File: config.mk
export PLATFORM = sky130hd
export DESIGN_NAME = fag_guard
export DESIGN_NICKNAME = d
export VERILOG_FILES = /design/src/fag_pkg.sv /design/src/fag_guard.sv
export VERILOG_INCLUDE_DIRS = /design/src
export SDC_FILE = /design/constraint.sdc
export NUM_CORES = 1
export LEC_CHECK = 0
export ABC_CLOCK_PERIOD_IN_PS = 3300
export BUFFER_PORTS_ARGS = -buffer_cell sky130_fd_sc_hd__buf_2
export CORE_ASPECT_RATIO = 0.6
export CORE_MARGIN = 10
export CORE_UTILIZATION = 50
export CTS_BUF_LIST = sky130_fd_sc_hd__clkbuf_16
export CTS_CLUSTER_SIZE = 24
export DETAILED_ROUTE_END_ITERATION = 8
export PLACE_DENSITY = 0.86
export RECOVER_POWER = 50
export SYNTH_ARGS = -nofsm -noshare
export SYNTH_HDL_FRONTEND = slang
export SYNTH_SLANG_ARGS = --single-unit
File: constraint.sdc
create_clock -name pclk -period 3.3 [get_ports pclk]
set_clock_uncertainty 0.15 [all_clocks]
set_input_delay 0.165 -clock pclk [delete_from_list [all_inputs] [get_ports pclk]]
set_output_delay 0.165 -clock pclk [all_outputs]
set_load 0.05 [all_outputs]
File: src/fag_defs.svh
// Offsets, field positions, reset values and flash map constants of the flash access guard
`ifndef FAG_DEFS_SVH
`define FAG_DEFS_SVH

// Register byte offsets on APB
`define FAG_OFS_CONTROL 12'h000
`define FAG_OFS_KEY 12'h004
`define FAG_OFS_LOCK 12'h008
`define FAG_OFS_STATUS 12'h00C

// Control register fields
`define FAG_CTL_WE_BIT 0
`define FAG_CTL_EE_BIT 1
`define FAG_CTL_RESET 2'h0

// Key codes
`define FAG_KEY_FIRST 8'hA5
`define FAG_KEY_SECOND 8'hF1

// Flash map: 8 KB in 512-byte pages
`define FAG_PAGE_MSB 12
`define FAG_PAGE_LSB 9
`define FAG_LOCK_ADDR 13'h1DFF
`define FAG_LOCK_PAGE 4'hE
`define FAG_RESERVED_PAGE 4'hF
`define FAG_LOCK_ERASED 8'hFF
`define FAG_PAGE_OFS_ZERO 9'h000

// Cause codes held in the status register
`define FAG_CAUSE_NONE 3'h0
`define FAG_CAUSE_RESERVED 3'h1
`define FAG_CAUSE_LOCKED 3'h2
`define FAG_CAUSE_ENABLE 3'h3
`define FAG_CAUSE_KEY 3'h4
`define FAG_CAUSE_LOCKBYTE 3'h5
`define FAG_CAUSE_SOURCE 3'h6

`endif

File: src/fag_pkg.sv
// Types shared by the flash access guard and its surroundings
package fag_pkg;

  typedef enum logic [1:0] {
    FAG_OP_READ = 2'h0,
    FAG_OP_WRITE = 2'h1,
    FAG_OP_ERASE = 2'h2,
    FAG_OP_ERASE_ALL = 2'h3
  } fag_op_t;

  // Gray order along idle -> half -> armed; dead is terminal until reset
  typedef enum logic [1:0] {
    FAG_KEY_IDLE = 2'h0,
    FAG_KEY_HALF = 2'h1,
    FAG_KEY_ARMED = 2'h3,
    FAG_KEY_DEAD = 2'h2
  } fag_key_t;

  typedef struct packed {
    logic valid;
    logic from_debug;
    fag_op_t op;
    logic [12:0] addr;
    logic [7:0] wdata;
    logic [12:0] exec_addr;
  } fag_req_t;

  typedef struct packed {
    logic valid;
    fag_op_t op;
    logic [12:0] addr;
    logic [7:0] wdata;
  } fag_cmd_t;

  typedef struct packed {
    logic [1:0] ctl;
    fag_key_t key;
    fag_cmd_t cmd;
    logic denied;
    logic flash_error;
    logic [2:0] cause;
    logic [7:0] deny_count;
    logic [31:0] prdata;
    logic pready;
    logic pslverr;
  } fag_state_t;

endpackage

File: src/fag_guard.sv
// Flash access guard: APB registers, key sequencer and access decisions
//
// Notes on behaviour
// - Firmware modification needs write enable set
// - Firmware erase needs erase and write enable
// - Lock bits 7..4 low block debug writes
// - Lock bits 3..0 low block debug everything but whole-array erase
// - Lock bits readable always by firmware and APB, clearable only while no lock is set
// - Decisions use lock byte stored in flash
// - Only debug whole-array erase removes locks
// - Debug accesses unlocked pages, never locked ones
// - Debug reads lock byte only when unlocked
// - Locking further pages is rejected everywhere
// - Whole-array erase clears every page and lock
// - Reserved region never accessible
// - Unlocked firmware touching locked areas resets
// - Firmware erase of lock page resets
// - Unlocked firmware uses lock page if unlocked
// - Locked firmware reaches all pages, lock page read/write
// - Firmware may always read lock byte
// - Firmware cannot turn lock zeros into ones
// - Write enable steers data writes to flash
// - Two keys in order before each modification
// - Page erase covers whole 512-byte page
//
// The implementer's own choices: the placing of the registers and the APB slave port.
`timescale 1ns/1ns
`include "fag_defs.svh"

module fag_guard (
  // Clock and reset
  input wire logic pclk,
  input wire logic presetn,
  // APB slave
  input wire logic psel,
  input wire logic penable,
  input wire logic pwrite,
  input wire logic [11:0] paddr,
  input wire logic [31:0] pwdata,
  output logic [31:0] prdata,
  output logic pready,
  output logic pslverr,
  // Access requests from debug port and firmware
  input wire fag_pkg::fag_req_t req,
  // Stored lock byte as read from flash
  input wire logic [7:0] lock_byte,
  // Granted command towards the flash array
  output fag_pkg::fag_cmd_t flash_cmd,
  output logic req_denied,
  output logic flash_error_reset,
  output logic xdata_to_flash
);
  import fag_pkg::*;

  fag_state_t st_reg;
  fag_state_t st_next;

  // Pages below the complement of the lock byte are locked, plus the lock page itself unless the lock byte is erased
  function automatic logic page_locked(input logic [3:0] page, input logic [7:0] lock);
    logic [7:0] count;
    count = ~lock;
    page_locked = (lock != `FAG_LOCK_ERASED) && (({4'h0, page} < count) || (page == `FAG_LOCK_PAGE));
  endfunction

  logic [3:0] page;
  logic [3:0] exec_page;
  logic is_reserved;
  logic is_lock_page;
  logic is_lock_byte;
  logic tgt_locked;
  logic exec_locked;
  logic any_lock;
  logic write_lock;
  logic rw_lock;
  logic key_hit;
  logic apb_setup;
  logic apb_write;

  always_comb begin
    page = req.addr[`FAG_PAGE_MSB:`FAG_PAGE_LSB];
    exec_page = req.exec_addr[`FAG_PAGE_MSB:`FAG_PAGE_LSB];
    is_reserved = (page == `FAG_RESERVED_PAGE);
    is_lock_page = (page == `FAG_LOCK_PAGE);
    is_lock_byte = (req.addr == `FAG_LOCK_ADDR);
    tgt_locked = page_locked(page, lock_byte);
    exec_locked = page_locked(exec_page, lock_byte);
    any_lock = (lock_byte != `FAG_LOCK_ERASED);
    write_lock = ~&lock_byte[7:4];
    rw_lock = ~&lock_byte[3:0];
    apb_setup = psel && !penable;
    apb_write = psel && penable && pwrite && st_reg.pready;
    key_hit = apb_write && (paddr == `FAG_OFS_KEY);
  end

  always_comb begin
    logic allow;
    logic fault;
    logic modify;
    logic [2:0] cause;
    allow = 1'b0;
    fault = 1'b0;
    modify = 1'b0;
    cause = `FAG_CAUSE_NONE;
    st_next = st_reg;
    st_next.cmd.valid = 1'b0;
    st_next.denied = 1'b0;
    st_next.flash_error = 1'b0;

    // Zero-wait APB: read data and error are latched in setup, pready rises for the access phase
    st_next.pready = apb_setup;
    if (apb_setup) begin
      st_next.pslverr = 1'b0;
      case (paddr)
        `FAG_OFS_CONTROL: st_next.prdata = {30'h0, st_reg.ctl};
        `FAG_OFS_KEY: st_next.prdata = {30'h0, st_reg.key};
        `FAG_OFS_LOCK: st_next.prdata = {24'h0, lock_byte};
        `FAG_OFS_STATUS: st_next.prdata = {21'h0, st_reg.cause, st_reg.deny_count};
        default: begin
          st_next.prdata = 32'h0;
          st_next.pslverr = 1'b1;
        end
      endcase
    end else if (psel && penable) begin
      st_next.pready = 1'b0;
    end
    if (apb_write && (paddr == `FAG_OFS_CONTROL)) begin
      st_next.ctl = pwdata[1:0];
    end

    // Key sequencer: any wrong or misordered key kills modification until reset
    if (key_hit) begin
      case (st_reg.key)
        FAG_KEY_IDLE: st_next.key = (pwdata[7:0] == `FAG_KEY_FIRST) ? FAG_KEY_HALF : FAG_KEY_DEAD;
        FAG_KEY_HALF: st_next.key = (pwdata[7:0] == `FAG_KEY_SECOND) ? FAG_KEY_ARMED : FAG_KEY_DEAD;
        FAG_KEY_ARMED: st_next.key = FAG_KEY_DEAD;
        default: st_next.key = FAG_KEY_DEAD;
      endcase
    end

    if (req.valid) begin
      if (req.from_debug) begin
        case (req.op)
          FAG_OP_ERASE_ALL: allow = 1'b1;
          FAG_OP_READ: begin
            if (is_reserved) begin
              cause = `FAG_CAUSE_RESERVED;
            end else if (is_lock_byte) begin
              allow = !any_lock;
              cause = `FAG_CAUSE_LOCKBYTE;
            end else if (rw_lock || tgt_locked) begin
              cause = `FAG_CAUSE_LOCKED;
            end else begin
              allow = 1'b1;
            end
          end
          default: begin
            if (is_reserved) begin
              cause = `FAG_CAUSE_RESERVED;
            end else if (write_lock || rw_lock || tgt_locked) begin
              cause = `FAG_CAUSE_LOCKED;
            end else begin
              allow = 1'b1; // lock byte only writable while no lock is set
            end
          end
        endcase
      end else begin
        modify = (req.op == FAG_OP_WRITE) || (req.op == FAG_OP_ERASE);
        if (req.op == FAG_OP_ERASE_ALL) begin
          cause = `FAG_CAUSE_SOURCE;
        end else if (is_reserved) begin
          fault = 1'b1;
          cause = `FAG_CAUSE_RESERVED;
        end else if (req.op == FAG_OP_ERASE && is_lock_page) begin
          fault = 1'b1;
          cause = `FAG_CAUSE_LOCKBYTE;
        end else if (req.op == FAG_OP_READ && is_lock_byte) begin
          allow = 1'b1;
        end else if (req.op == FAG_OP_WRITE && is_lock_byte && any_lock) begin
          cause = `FAG_CAUSE_LOCKBYTE;
        end else if (tgt_locked && !exec_locked) begin
          fault = 1'b1;
          cause = `FAG_CAUSE_LOCKED;
        end else if (!modify) begin
          allow = 1'b1;
        end else if (!st_reg.ctl[`FAG_CTL_WE_BIT]) begin
          cause = `FAG_CAUSE_ENABLE;
        end else if (req.op == FAG_OP_ERASE && !st_reg.ctl[`FAG_CTL_EE_BIT]) begin
          cause = `FAG_CAUSE_ENABLE;
        end else if (st_reg.key != FAG_KEY_ARMED) begin
          cause = `FAG_CAUSE_KEY;
        end else begin
          allow = 1'b1;
        end
        // Each modification attempt outside a key write cycle consumes the key; an unarmed attempt kills it
        if (modify && !key_hit) begin
          st_next.key = (st_reg.key == FAG_KEY_ARMED) ? FAG_KEY_IDLE : FAG_KEY_DEAD;
        end
      end

      st_next.cmd.valid = allow;
      st_next.cmd.op = req.op;
      st_next.cmd.wdata = req.wdata;
      st_next.cmd.addr = (req.op == FAG_OP_ERASE) ? {page, `FAG_PAGE_OFS_ZERO} : req.addr;
      st_next.denied = !allow;
      st_next.flash_error = fault;
      if (!allow) begin
        st_next.cause = cause;
        st_next.deny_count = st_reg.deny_count + 8'h01;
      end
    end
  end

  always_ff @(posedge pclk or negedge presetn) begin
    if (!presetn) begin
      st_reg <= '{ctl: `FAG_CTL_RESET, key: FAG_KEY_IDLE, cmd: '0, denied: 1'b0, flash_error: 1'b0,
                  cause: `FAG_CAUSE_NONE, deny_count: 8'h00, prdata: 32'h0, pready: 1'b0, pslverr: 1'b0};
    end else begin
      st_reg <= st_next;
    end
  end

  assign prdata = st_reg.prdata;
  assign pready = st_reg.pready;
  assign pslverr = st_reg.pslverr;
  assign flash_cmd = st_reg.cmd;
  assign req_denied = st_reg.denied;
  assign flash_error_reset = st_reg.flash_error;
  assign xdata_to_flash = st_reg.ctl[`FAG_CTL_WE_BIT];

endmodule

== Word-level counts from Yosys, hierarchy flattened ==
Cells that the tools add are included.
W data, S select, Z words.

* Output and inout bits: 61
* Flip-flop bits (word level): 75
* Word-level logic and storage cells: 125
* Bits of input ports: 95

* $add $sub $neg: 1
* $lt $le $gt $ge: 2
* Eq/ne operators: 16
* Multiplexer cells: 55
* Bitwise operators: 2
* Reductions and logical operators: 36

{| class="wikitable"
|+ Operator list
! cell !! number
|-
| $pmux W11 S4 || 1
|-
| $mux W3 || 13
|-
| $mux W39 || 1
|-
| $mux W1 || 27
|-
| $eq A12 B4 Y1 const B || 2
|-
| $eq A8 B8 Y1 const B || 2
|-
| $lt A4 B8 Y1 || 2
|-
| $mux W2 || 8
|-
| $logic_and A1 B1 Y1 || 15
|-
| $eq A13 B13 Y1 const B || 1
|-
| $eq A12 B3 Y1 const B || 1
|-
| $eq A4 B4 Y1 const B || 3
|-
| $logic_not A12 Y1 || 1
|-
| $mux W11 || 1
|-
| $mux W9 || 1
|-
| $add A8 B1 Y8 const B || 1
|-
| $logic_not A1 Y1 || 8
|-
| $ne A8 B8 Y1 const B || 1
|-
| $not A8 Y8 || 1
|-
| $reduce_and A4 Y1 || 2
|-
| $eq A2 B2 Y1 const B || 3
|-
| $logic_or A1 B1 Y1 || 6
|-
| $pmux W3 S2 || 1
|-
| $eq A2 B1 Y1 const B || 2
|-
| other kinds (7) || 8
|}

== Longest topological paths before layout ==
Gate-level depths: netlist (run 1).

* Depth in word-level cells: 16
* Gate-level depth with buffers: 11
* Depth with buffers taken out: 9

== Least setup slack after synthesis (run 1) ==
Ideal clock, no wire load.

* Path kind: input -> register
* From: input req[30] (netlist name)
* To: register st_reg[35] (netlist name)
* Stages: 7
* Arrival time: 1,884 ps
* Path slack: 1,141 ps
* Setup time: 125 ps
* Path buffers: 1
* Data required time: 3,025 ps
* Cell sequence: nand4b_4 -> or4_4 -> or2_0 -> and3_4 -> a21oi_2 -> buf_6 -> mux2_2

* Longest elaborated chain between the ends: 14
* Elaborated cells between the ends (all ways): 29
* Classes of those cells: 1 x order compare; 3 x eq/ne; 14 x mux; 1 x bitwise; 10 x reduce/logical

{| class="wikitable"
|+ RTL lines
! item !! RTL line !! text
|-
| from (decl) || fag_guard.sv:44 || <nowiki>input wire fag_pkg::fag_req_t req,</nowiki>
|-
| $lt A4 B8 Y1 or $eq A4 B4 Y1 (tied branches) || - ||
|-
| $logic_or A1 B1 Y1 || fag_guard.sv:62 || <nowiki>page_locked = (lock != `FAG_LOCK_ERASED) && (({4'h0, page} < count) || (page == `FAG_LOCK_PAGE));</nowiki>
|-
| $logic_and A1 B1 Y1 || fag_guard.sv:62 ||
|-
| $logic_and A1 B1 Y1 || fag_guard.sv:180 || <nowiki>end else if (tgt_locked && !exec_locked) begin</nowiki>
|-
| $mux W1 || fag_guard.sv:180 ||
|-
| $mux W1 || fag_guard.sv:178 || <nowiki>end else if (req.op == FAG_OP_WRITE && is_lock_byte && any_lock) begin</nowiki>
|-
| $mux W1 || fag_guard.sv:176 || <nowiki>end else if (req.op == FAG_OP_READ && is_lock_byte) begin</nowiki>
|-
| $mux W1 || fag_guard.sv:173 || <nowiki>end else if (req.op == FAG_OP_ERASE && is_lock_page) begin</nowiki>
|-
| $mux W1 || fag_guard.sv:170 || <nowiki>end else if (is_reserved) begin</nowiki>
|-
| $mux W1 || fag_guard.sv:168 || <nowiki>if (req.op == FAG_OP_ERASE_ALL) begin</nowiki>
|-
| $mux W1 (*) || fag_guard.sv:141 || <nowiki>if (req.from_debug) begin</nowiki>
|-
| $mux W1 (*) || fag_guard.sv:140 || <nowiki>if (req.valid) begin</nowiki>
|-
| $not A1 Y1 (no line) (*) || - ||
|-
| $reduce_and A2 Y1 (no line) (*) || - ||
|-
| to (signal assigned) || fag_guard.sv:215 || <nowiki>st_reg <= '{ctl: `FAG_CTL_RESET, key: FAG_KEY_IDLE, cmd: '0, denied: 1'b0, flash_error: 1'b0,</nowiki>
|-
| to (signal assigned) || fag_guard.sv:218 || <nowiki>st_reg <= st_next;</nowiki>
|-
| to (decl) || fag_guard.sv:55 || <nowiki>fag_state_t st_reg;</nowiki>
|}

Mark *: on every way between the ends. The rest lies on a longest branch, timed or not. The select of a mux whose other input is x is not followed.
A chain may end at the register's enable or synchronous reset.

== Worst setup path after layout (run 1) ==
* From: input req[23] (netlist name)
* To: register st_reg[39] (netlist name)

* Longest elaborated chain between the ends: 12
* Elaborated cells between the ends (all ways): 16
* Classes of those cells: 1 x eq/ne; 10 x mux; 1 x bitwise; 4 x reduce/logical

{| class="wikitable"
|+ RTL lines
! item !! RTL line
|-
| $eq A13 B13 Y1 (no line) (*) || -
|-
| $logic_and A1 B1 Y1 (2 in a row) || fag_guard.sv:178
|-
| $mux W1 || fag_guard.sv:178
|-
| $mux W1 || fag_guard.sv:176
|-
| $mux W1 || fag_guard.sv:173
|-
| $mux W1 || fag_guard.sv:170
|-
| $mux W1 || fag_guard.sv:168
|-
| $mux W1 (*) || fag_guard.sv:141
|-
| $mux W1 (*) || fag_guard.sv:140
|-
| $not A1 Y1 (no line) (*) || -
|-
| $reduce_and A2 Y1 (no line) (*) || -
|}

Marked as above.

==> metrics, run 1 <==
setup TNS=0 ns; Core Area=0.006193 mm^2; WS Path Type=input pin to flop; Worst EP required=3.37 ns; min-delay src=req[35]; PwrDens=476.0 mW/mm^2; Power Internal=0.001172 W; total power=0.001792 W; WP data arrival=2.81 ns; Via density=5.191; Ports=156; root buf cell=clkbuf_16; Syn Inst Count=332; outcome=finished, violations left; Worst R2R Setup Slack=1.11 ns; Worst Tran Pin Value=2.016 ns; n_diodes=0; starting density of the core=52.36%; final period utilization=83.00%; fmax=0.3651 GHz; peak supply drop=0.0002507 V; critical path fanouts, max=11; first-pass GRT wire length=13.47 mm; synthesized flop and latch total=54; clk slew on worst S/H paths=0.07 ns; Gate power share=26.2%; Routed WL=8.425 mm; GP Congestion=0.8555; crit-path cells=dlygate4sd3_1 -> buf_2 -> nand3_1 -> or4_4 -> or2_0 -> and3_4 -> a21oi_2 -> and3_2 -> xor2_1; all-layer global routing usage=16.29%; Distinct cells, synth=48; wire length per cell=16.78 um; Placed Area=0.003475 mm^2; Die W=124.0 um; Design Area, Final=0.003764 mm^2; Sw Pwr=0.0006194 W; mapped cell area=0.003243 mm^2; IO buf count=101; number of post-CTS setup repair buffers=0; clock power share=28.6%; final setup fails=0; row count=22; Hold/Removal Path Class=input pin to flop; layout cells sized above 1=22.97%; detailed router's first-iteration violation count=176; via count=2606; P_leak=1.775 nW; Setup crit start=req[23]; Rel. slew slack=-34.38%; Placed Cells=474; antenna violations before repair=0; htree depth=2; failing checks=capacitance limit, slew limit; maximum number of pins on one net before global-route repair=39; sw frac=34.57%; slowest stage delay, CP=0.57 ns; Clock Latency Late Sink=0.29 ns; number of flip-flops in the largest register=24; Layout area overhead=16.05%; max_cap viols=1; reg2reg start=st_reg[74]; Slowest-stage cell, CP=or4_4; # DRC=0; Flop pwr share=45.2%; maximum root-to-sink buffer count=2; Worst setup EP type=flop; startpoint types=input pin; total grt overflow=0; die area=0.01021 mm^2; Final Hold Viols=0; CTS tree=yes; vias in the first global route=2711; dpl hpwl=6.602 mm; ANT nets after route=0; Layout Cells excl Fill=502; Yosys warnings=0; Avg Inst Size Synth=9.768 um^2; Max Transition Viols Final=39; Seq/Total Area, Yosys=41.67%; CTS Buf Count=5; 1st-pass router iterations=4; minimum clock period=2.739 ns; Net count, final=523; RSZ-0062 raised after global routing=false; die height=82.39 um; CTS Sinks=54
[layout make-up]
cell class              count  area, um^2
multi-input cells         219        1449
flip-flops and latches     54        1351
repair buffers            122       660.6
inverters                  15       56.30
clock inverters             3       16.27
well taps                  84       105.1
fillers                   552        2430
clock buffers               5       125.1
[power by group through the flow]
stage	clock (W)	sequential (W)	combinational [W]
after global routing	0.000548	0.000822	0.000511
after CTS	0.000525	0.000808	0.000480
after floorplan	0	0.000812	0.000383
final	0.000513	0.000810	0.000469
after detailed placement	0	0.000820	0.000459
after global placement	0	0.000815	0.000447
[what timing repair did]
item	CTS	global route
endpoints found under the hold margin	56	0
gates resized for setup	0	0
hold buffers	20	0
[cell families (layout without fill, tap and decap cells)]
| kind of cell | count (synthesis) | after routing | share of synthesized area (%) |
|---|---|---|---|
| AOI/OAI and AO/OA | 45 | 45 | 7.678 |
| xor gates and xnor gates | 7 | 7 | 1.890 |
| adders and majority gates | 11 | 11 | 4.244 |
| buffers and inverters | 79 | 145 | 15.97 |
| DFF | 54 | 54 | 41.67 |
| muxes | 27 | 27 | 9.799 |
| other | 1 | 21 | 0.1156 |
| and+or+nand+nor | 108 | 108 | 18.63 |
[Yosys cell counts (all sizes together)]
master	count	area [um^2]
a21boi	1	7.510
a21oi	6	33.78
a31oi	3	18.77
and2	4	26.28
and3	7	50.05
and4	3	27.53
buf	60	446.7
clkbuf	4	15.01
conb	1	3.750
dfrtp	54	1351
ha	11	137.6
inv	15	56.30
mux2	18	202.7
mux2i	7	70.07
mux4	2	45.04
nand2	35	131.4
nand2b	3	18.77
nand3	12	60.06
nand3b	3	22.52
nand4	8	50.05
nand4b	3	41.29
nor2	9	33.78
nor2b	2	12.51
nor3	8	40.04
nor3b	2	15.01
nor4	2	18.77
nor4b	2	17.52
o2111ai	1	8.760
o211ai	1	7.510
o21ai	30	150.1
o21bai	1	7.510
o22ai	1	6.260
o41ai	1	8.760
or2	2	12.52
or4	3	26.27
xnor2	5	43.79
xor2	2	17.52
[per-layer routing]
layer	share of wire [%]	vias up	GRT usage, %
met1	43	1271	20.95
li1	-	1242	-
met5	0	-	0
met2	48	88	26.55
met4	0.34	0	3.432
met3	8.6	5	5.285
[metrics by stage]
| step | setup WS, ns | hold slack [ns] | utilization [%] |
|---|---|---|---|
| 2_1_floorplan | 1.141 | -0.2806 | - |
| 3_3_place_gp | 0.6105 | 0.1654 | 56.10 |
| 3_5_place_dp | 0.5535 | 0.1632 | 56.10 |
| 4_1_cts | 0.5751 | 0.01751 | 61.62 |
| 5_1_grt | 0.4239 | 0.02354 | 60.77 |
| 6_report | 0.5610 | 0.01916 | 60.77 |
[critical path: cells and delay by family]
family | cells | cell delay [ns]
AOI/OAI and AO/OA | 1 | 0.44
xor gates and xnor gates | 1 | 0.15
buffers and inverters | 2 | 0.64
and+or+nand+nor | 5 | 1.41
[path summary, 6_finish.rpt]
| check | end | depth (start not counted) |
|---|---|---|
| worst max register to register | st_reg[39] | 6 |
| worst min-delay path | flash_cmd[22] | 2 |
| max in group asynchronous | st_reg[38] | 2 |
| worst max-delay path | st_reg[39] | 9 |
| min in group asynchronous | xdata_to_flash | 2 |
| worst min register to register | prdata[9] | 2 |
[cell usage in the layout (no fill, tap or decap), types with 5 or more instances in the layout]
cell type / count
nand4_1: 8
clkbuf_1: 42
mux2i_1: 7
dlygate4sd3_1: 20
buf_2: 59
xnor2_1: 5
nor3_1: 8
and3_1: 5
o21ai_0: 30
ha_1: 11
nor2_1: 9
inv_1: 15
a21oi_1: 5
clkbuf_16: 5
mux2_2: 18
nand2_1: 35
nand3_1: 12
conb_1: 21
dfrtp_1: 54
Power figures use the tool's default switching activity.
==> run 2, diff against run 1 <==
--- a/config.mk
+++ b/config.mk
@@ -6,15 +6,15 @@
 export SDC_FILE = /design/constraint.sdc
 export NUM_CORES = 1
 export LEC_CHECK = 0
-export ABC_CLOCK_PERIOD_IN_PS = 3300
+export ABC_CLOCK_PERIOD_IN_PS = 2840
 export BUFFER_PORTS_ARGS = -buffer_cell sky130_fd_sc_hd__buf_2
 export CORE_ASPECT_RATIO = 0.6
 export CORE_MARGIN = 10
-export CORE_UTILIZATION = 50
+export CORE_UTILIZATION = 47
 export CTS_BUF_LIST = sky130_fd_sc_hd__clkbuf_16
 export CTS_CLUSTER_SIZE = 24
 export DETAILED_ROUTE_END_ITERATION = 8
-export PLACE_DENSITY = 0.86
+export PLACE_DENSITY = 0.81
 export RECOVER_POWER = 50
 export SYNTH_ARGS = -nofsm -noshare
 export SYNTH_HDL_FRONTEND = slang
==> constraint.sdc (replaced) <==
create_clock -name pclk -period 2.84 [get_ports pclk]
set_clock_uncertainty 0.15 [all_clocks]
set_input_delay 0.142 -clock pclk [delete_from_list [all_inputs] [get_ports pclk]]
set_output_delay 0.142 -clock pclk [all_outputs]
set_load 0.05 [all_outputs]
==> metrics, run 2 (synthesis gave the netlist of run 1 again) <==
outcome=completed (was finished, violations left); Net count, final=527 (was 523); fill count=613 (was 552); WS Path Type=input pin to flop (unchanged); CP delay by family, top=compound AO/OA/AOI/OAI gates (was simple AND/OR/NAND/NOR gates); Clock Latency Late Sink=0.29 ns (about the same); total grt overflow=0 (unchanged); peak supply drop=0.0002637 V (was 0.0002507 V); IO buf count=101 (unchanged); # DRC=0 (unchanged); minimum clock period=2.628 ns; starting density of the core=48.58% (was 52.36%); setup TNS=0 ns (unchanged); row count=23 (was 22); die height=84.35 um (was 82.39 um); commonest non-fill, non-tap cells in the layout=buf_2 (62), dfrtp_1 (54), clkbuf_1 (39) (was buf_2 (59), dfrtp_1 (54), clkbuf_1 (42)); root buf cell=clkbuf_16 (unchanged); via count=2588 (was 2606); Routed WL=8.533 mm (was 8.425 mm); min-delay src=req[34] (was req[35]); htree depth=2 (unchanged); RSZ-0062 raised after global routing=false (unchanged); cell depth of the worst hold path=2 (unchanged); crit-path cells=dlygate4sd3_1 -> buf_2 -> inv_1 -> ha_1 -> o21ai_1 -> o41ai_1 -> a31oi_1 -> nand2_1 -> a21oi_4 -> mux2_2 (was dlygate4sd3_1 -> buf_2 -> nand3_1 -> or4_4 -> or2_0 -> and3_4 -> a21oi_2 -> and3_2 -> xor2_1); n_diodes=0 (unchanged); maximum number of pins on one net before global-route repair=55 (was 39); CTS Sinks=54 (unchanged); critical path fanouts, max=9 (was 11); sequential cell area=0.001351 mm^2 (unchanged); antenna violations before repair=0 (unchanged); CTS Buf Count=5 (unchanged); R2R depth=6 (unchanged); Rel. slew slack=9.855% (was -34.38%); first-pass GRT wire length=13.87 mm (was 13.47 mm); dpl hpwl=6.736 mm (was 6.602 mm); final setup fails=0 (unchanged); Final Core Density=57.03% (was 60.77%); final period utilization=92.53%; vias in the first global route=2721 (was 2711); setup ws final=0.2121 ns (was 0.5610 ns); Hold/Removal Path Class=input pin to flop (unchanged); Placed Cells=480 (was 474); wire length per cell=16.80 um (was 16.78 um); CTS tree=yes (unchanged); Worst Hold End=flash_cmd[21] (was flash_cmd[22]); FF-to-FF End=st_reg[39] (unchanged); Via density=5.094 (was 5.191); reg2reg start=xdata_to_flash (was st_reg[74]); startpoint types=input pin (unchanged); Die W=127.2 um (was 124.0 um); Worst Tran Pin Value=1.352 ns (was 2.016 ns); detailed router's first-iteration violation count=132 (was 176); Final Hold Viols=0 (unchanged); die area=0.01073 mm^2 (was 0.01021 mm^2); Worst setup EP type=flop (unchanged); Max Transition Viols Final=0 (was 39); fmax=0.3805 GHz; Layout Cells excl Fill=508 (was 502); clk slew on worst S/H paths=0.07 ns (about the same); GP Congestion=0.8776 (was 0.8555); area of the multi-input gates=0.001456 mm^2 (was 0.001449 mm^2); Buf/Inv on CP=3 (was 2); pre-CTS WS=0.3216 ns (was 0.5535 ns); 1st-pass router iterations=4 (unchanged); Worst EP required=2.87 ns (was 3.37 ns); commonest non-fill, non-tap cell in the layout=buf_2 (unchanged); number of flip-flops in the largest register=24 (unchanged); ANT nets after route=0 (unchanged); Worst R2R Setup Slack=0.98 ns (was 1.11 ns); Core Area=0.006676 mm^2 (was 0.006193 mm^2); slowest stage delay, CP=0.52 ns (was 0.57 ns); Ports=156 (unchanged); max_cap viols=0 (was 1); all-layer global routing usage=15.52% (was 16.29%); Layout area overhead=17.40% (was 16.05%); PwrDens=549.0 mW/mm^2 (was 476.0 mW/mm^2); WP data arrival=2.65 ns (was 2.81 ns); maximum root-to-sink buffer count=2 (unchanged); P_leak=1.799 nW (was 1.775 nW); layout cells sized above 1=24.23% (was 22.97%); Slowest-stage cell, CP=dlygate4sd3_1 (was or4_4)
[run 2: where the power goes]
part | switching [W] | internal, W
clock network | 0.000269 | 0.000322
registers | 0.0000858 | 0.000858
logic | 0.000370 | 0.000186
[run 2: layout make-up]
class	count	share of cell area (%)
Sequential cell	54	35.49
Clock inverter	2	0.3943
Timing Repair Buffer	126	18.24
Multi-Input combinational cell	219	38.25
Inverter	15	1.479
Clock buffer	5	3.286
Tap cell	87	2.859
[run 2: repair_timing]
action / CTS / global route
resized for setup: 0 / 2
endpoints found under the hold margin: 74 / 0
buffers inserted: 0 / 0
hold buffers: 21 / 0
setup endpoints to repair: 0 / 7
[run 2: worst max path at each step]
stage	start	end	slack (ns)	cells after the start
5_1_grt	req[35]	st_reg[39]	0.07	11
6_report	req[35]	st_reg[44]	0.21	10
2_1_floorplan	req[30]	st_reg[35]	0.70	7
3_3_place_gp	req[34]	st_reg[35]	0.34	9
3_5_place_dp	req[34]	st_reg[44]	0.32	9
4_1_cts	req[35]	st_reg[44]	0.11	10
[run 2: metal layers]
metal	GRT usage, %	part of all wire [%]
met2	25.56	47
met4	3.502	1.0
met1	19.37	46
met3	5.022	6.2
met5	0	0
[run 2: per-stage QoR]
stage	power [W]	area [um^2]	hold WS [ns]
2_1_floorplan	0.001388	3318	-0.3036
3_3_place_gp	0.001471	3501	0.1584
3_5_place_dp	0.001498	3501	0.1676
4_1_cts	0.002123	3851	0.02037
5_1_grt	0.002203	3807	0.02358
6_report	0.002090	3807	0.02082
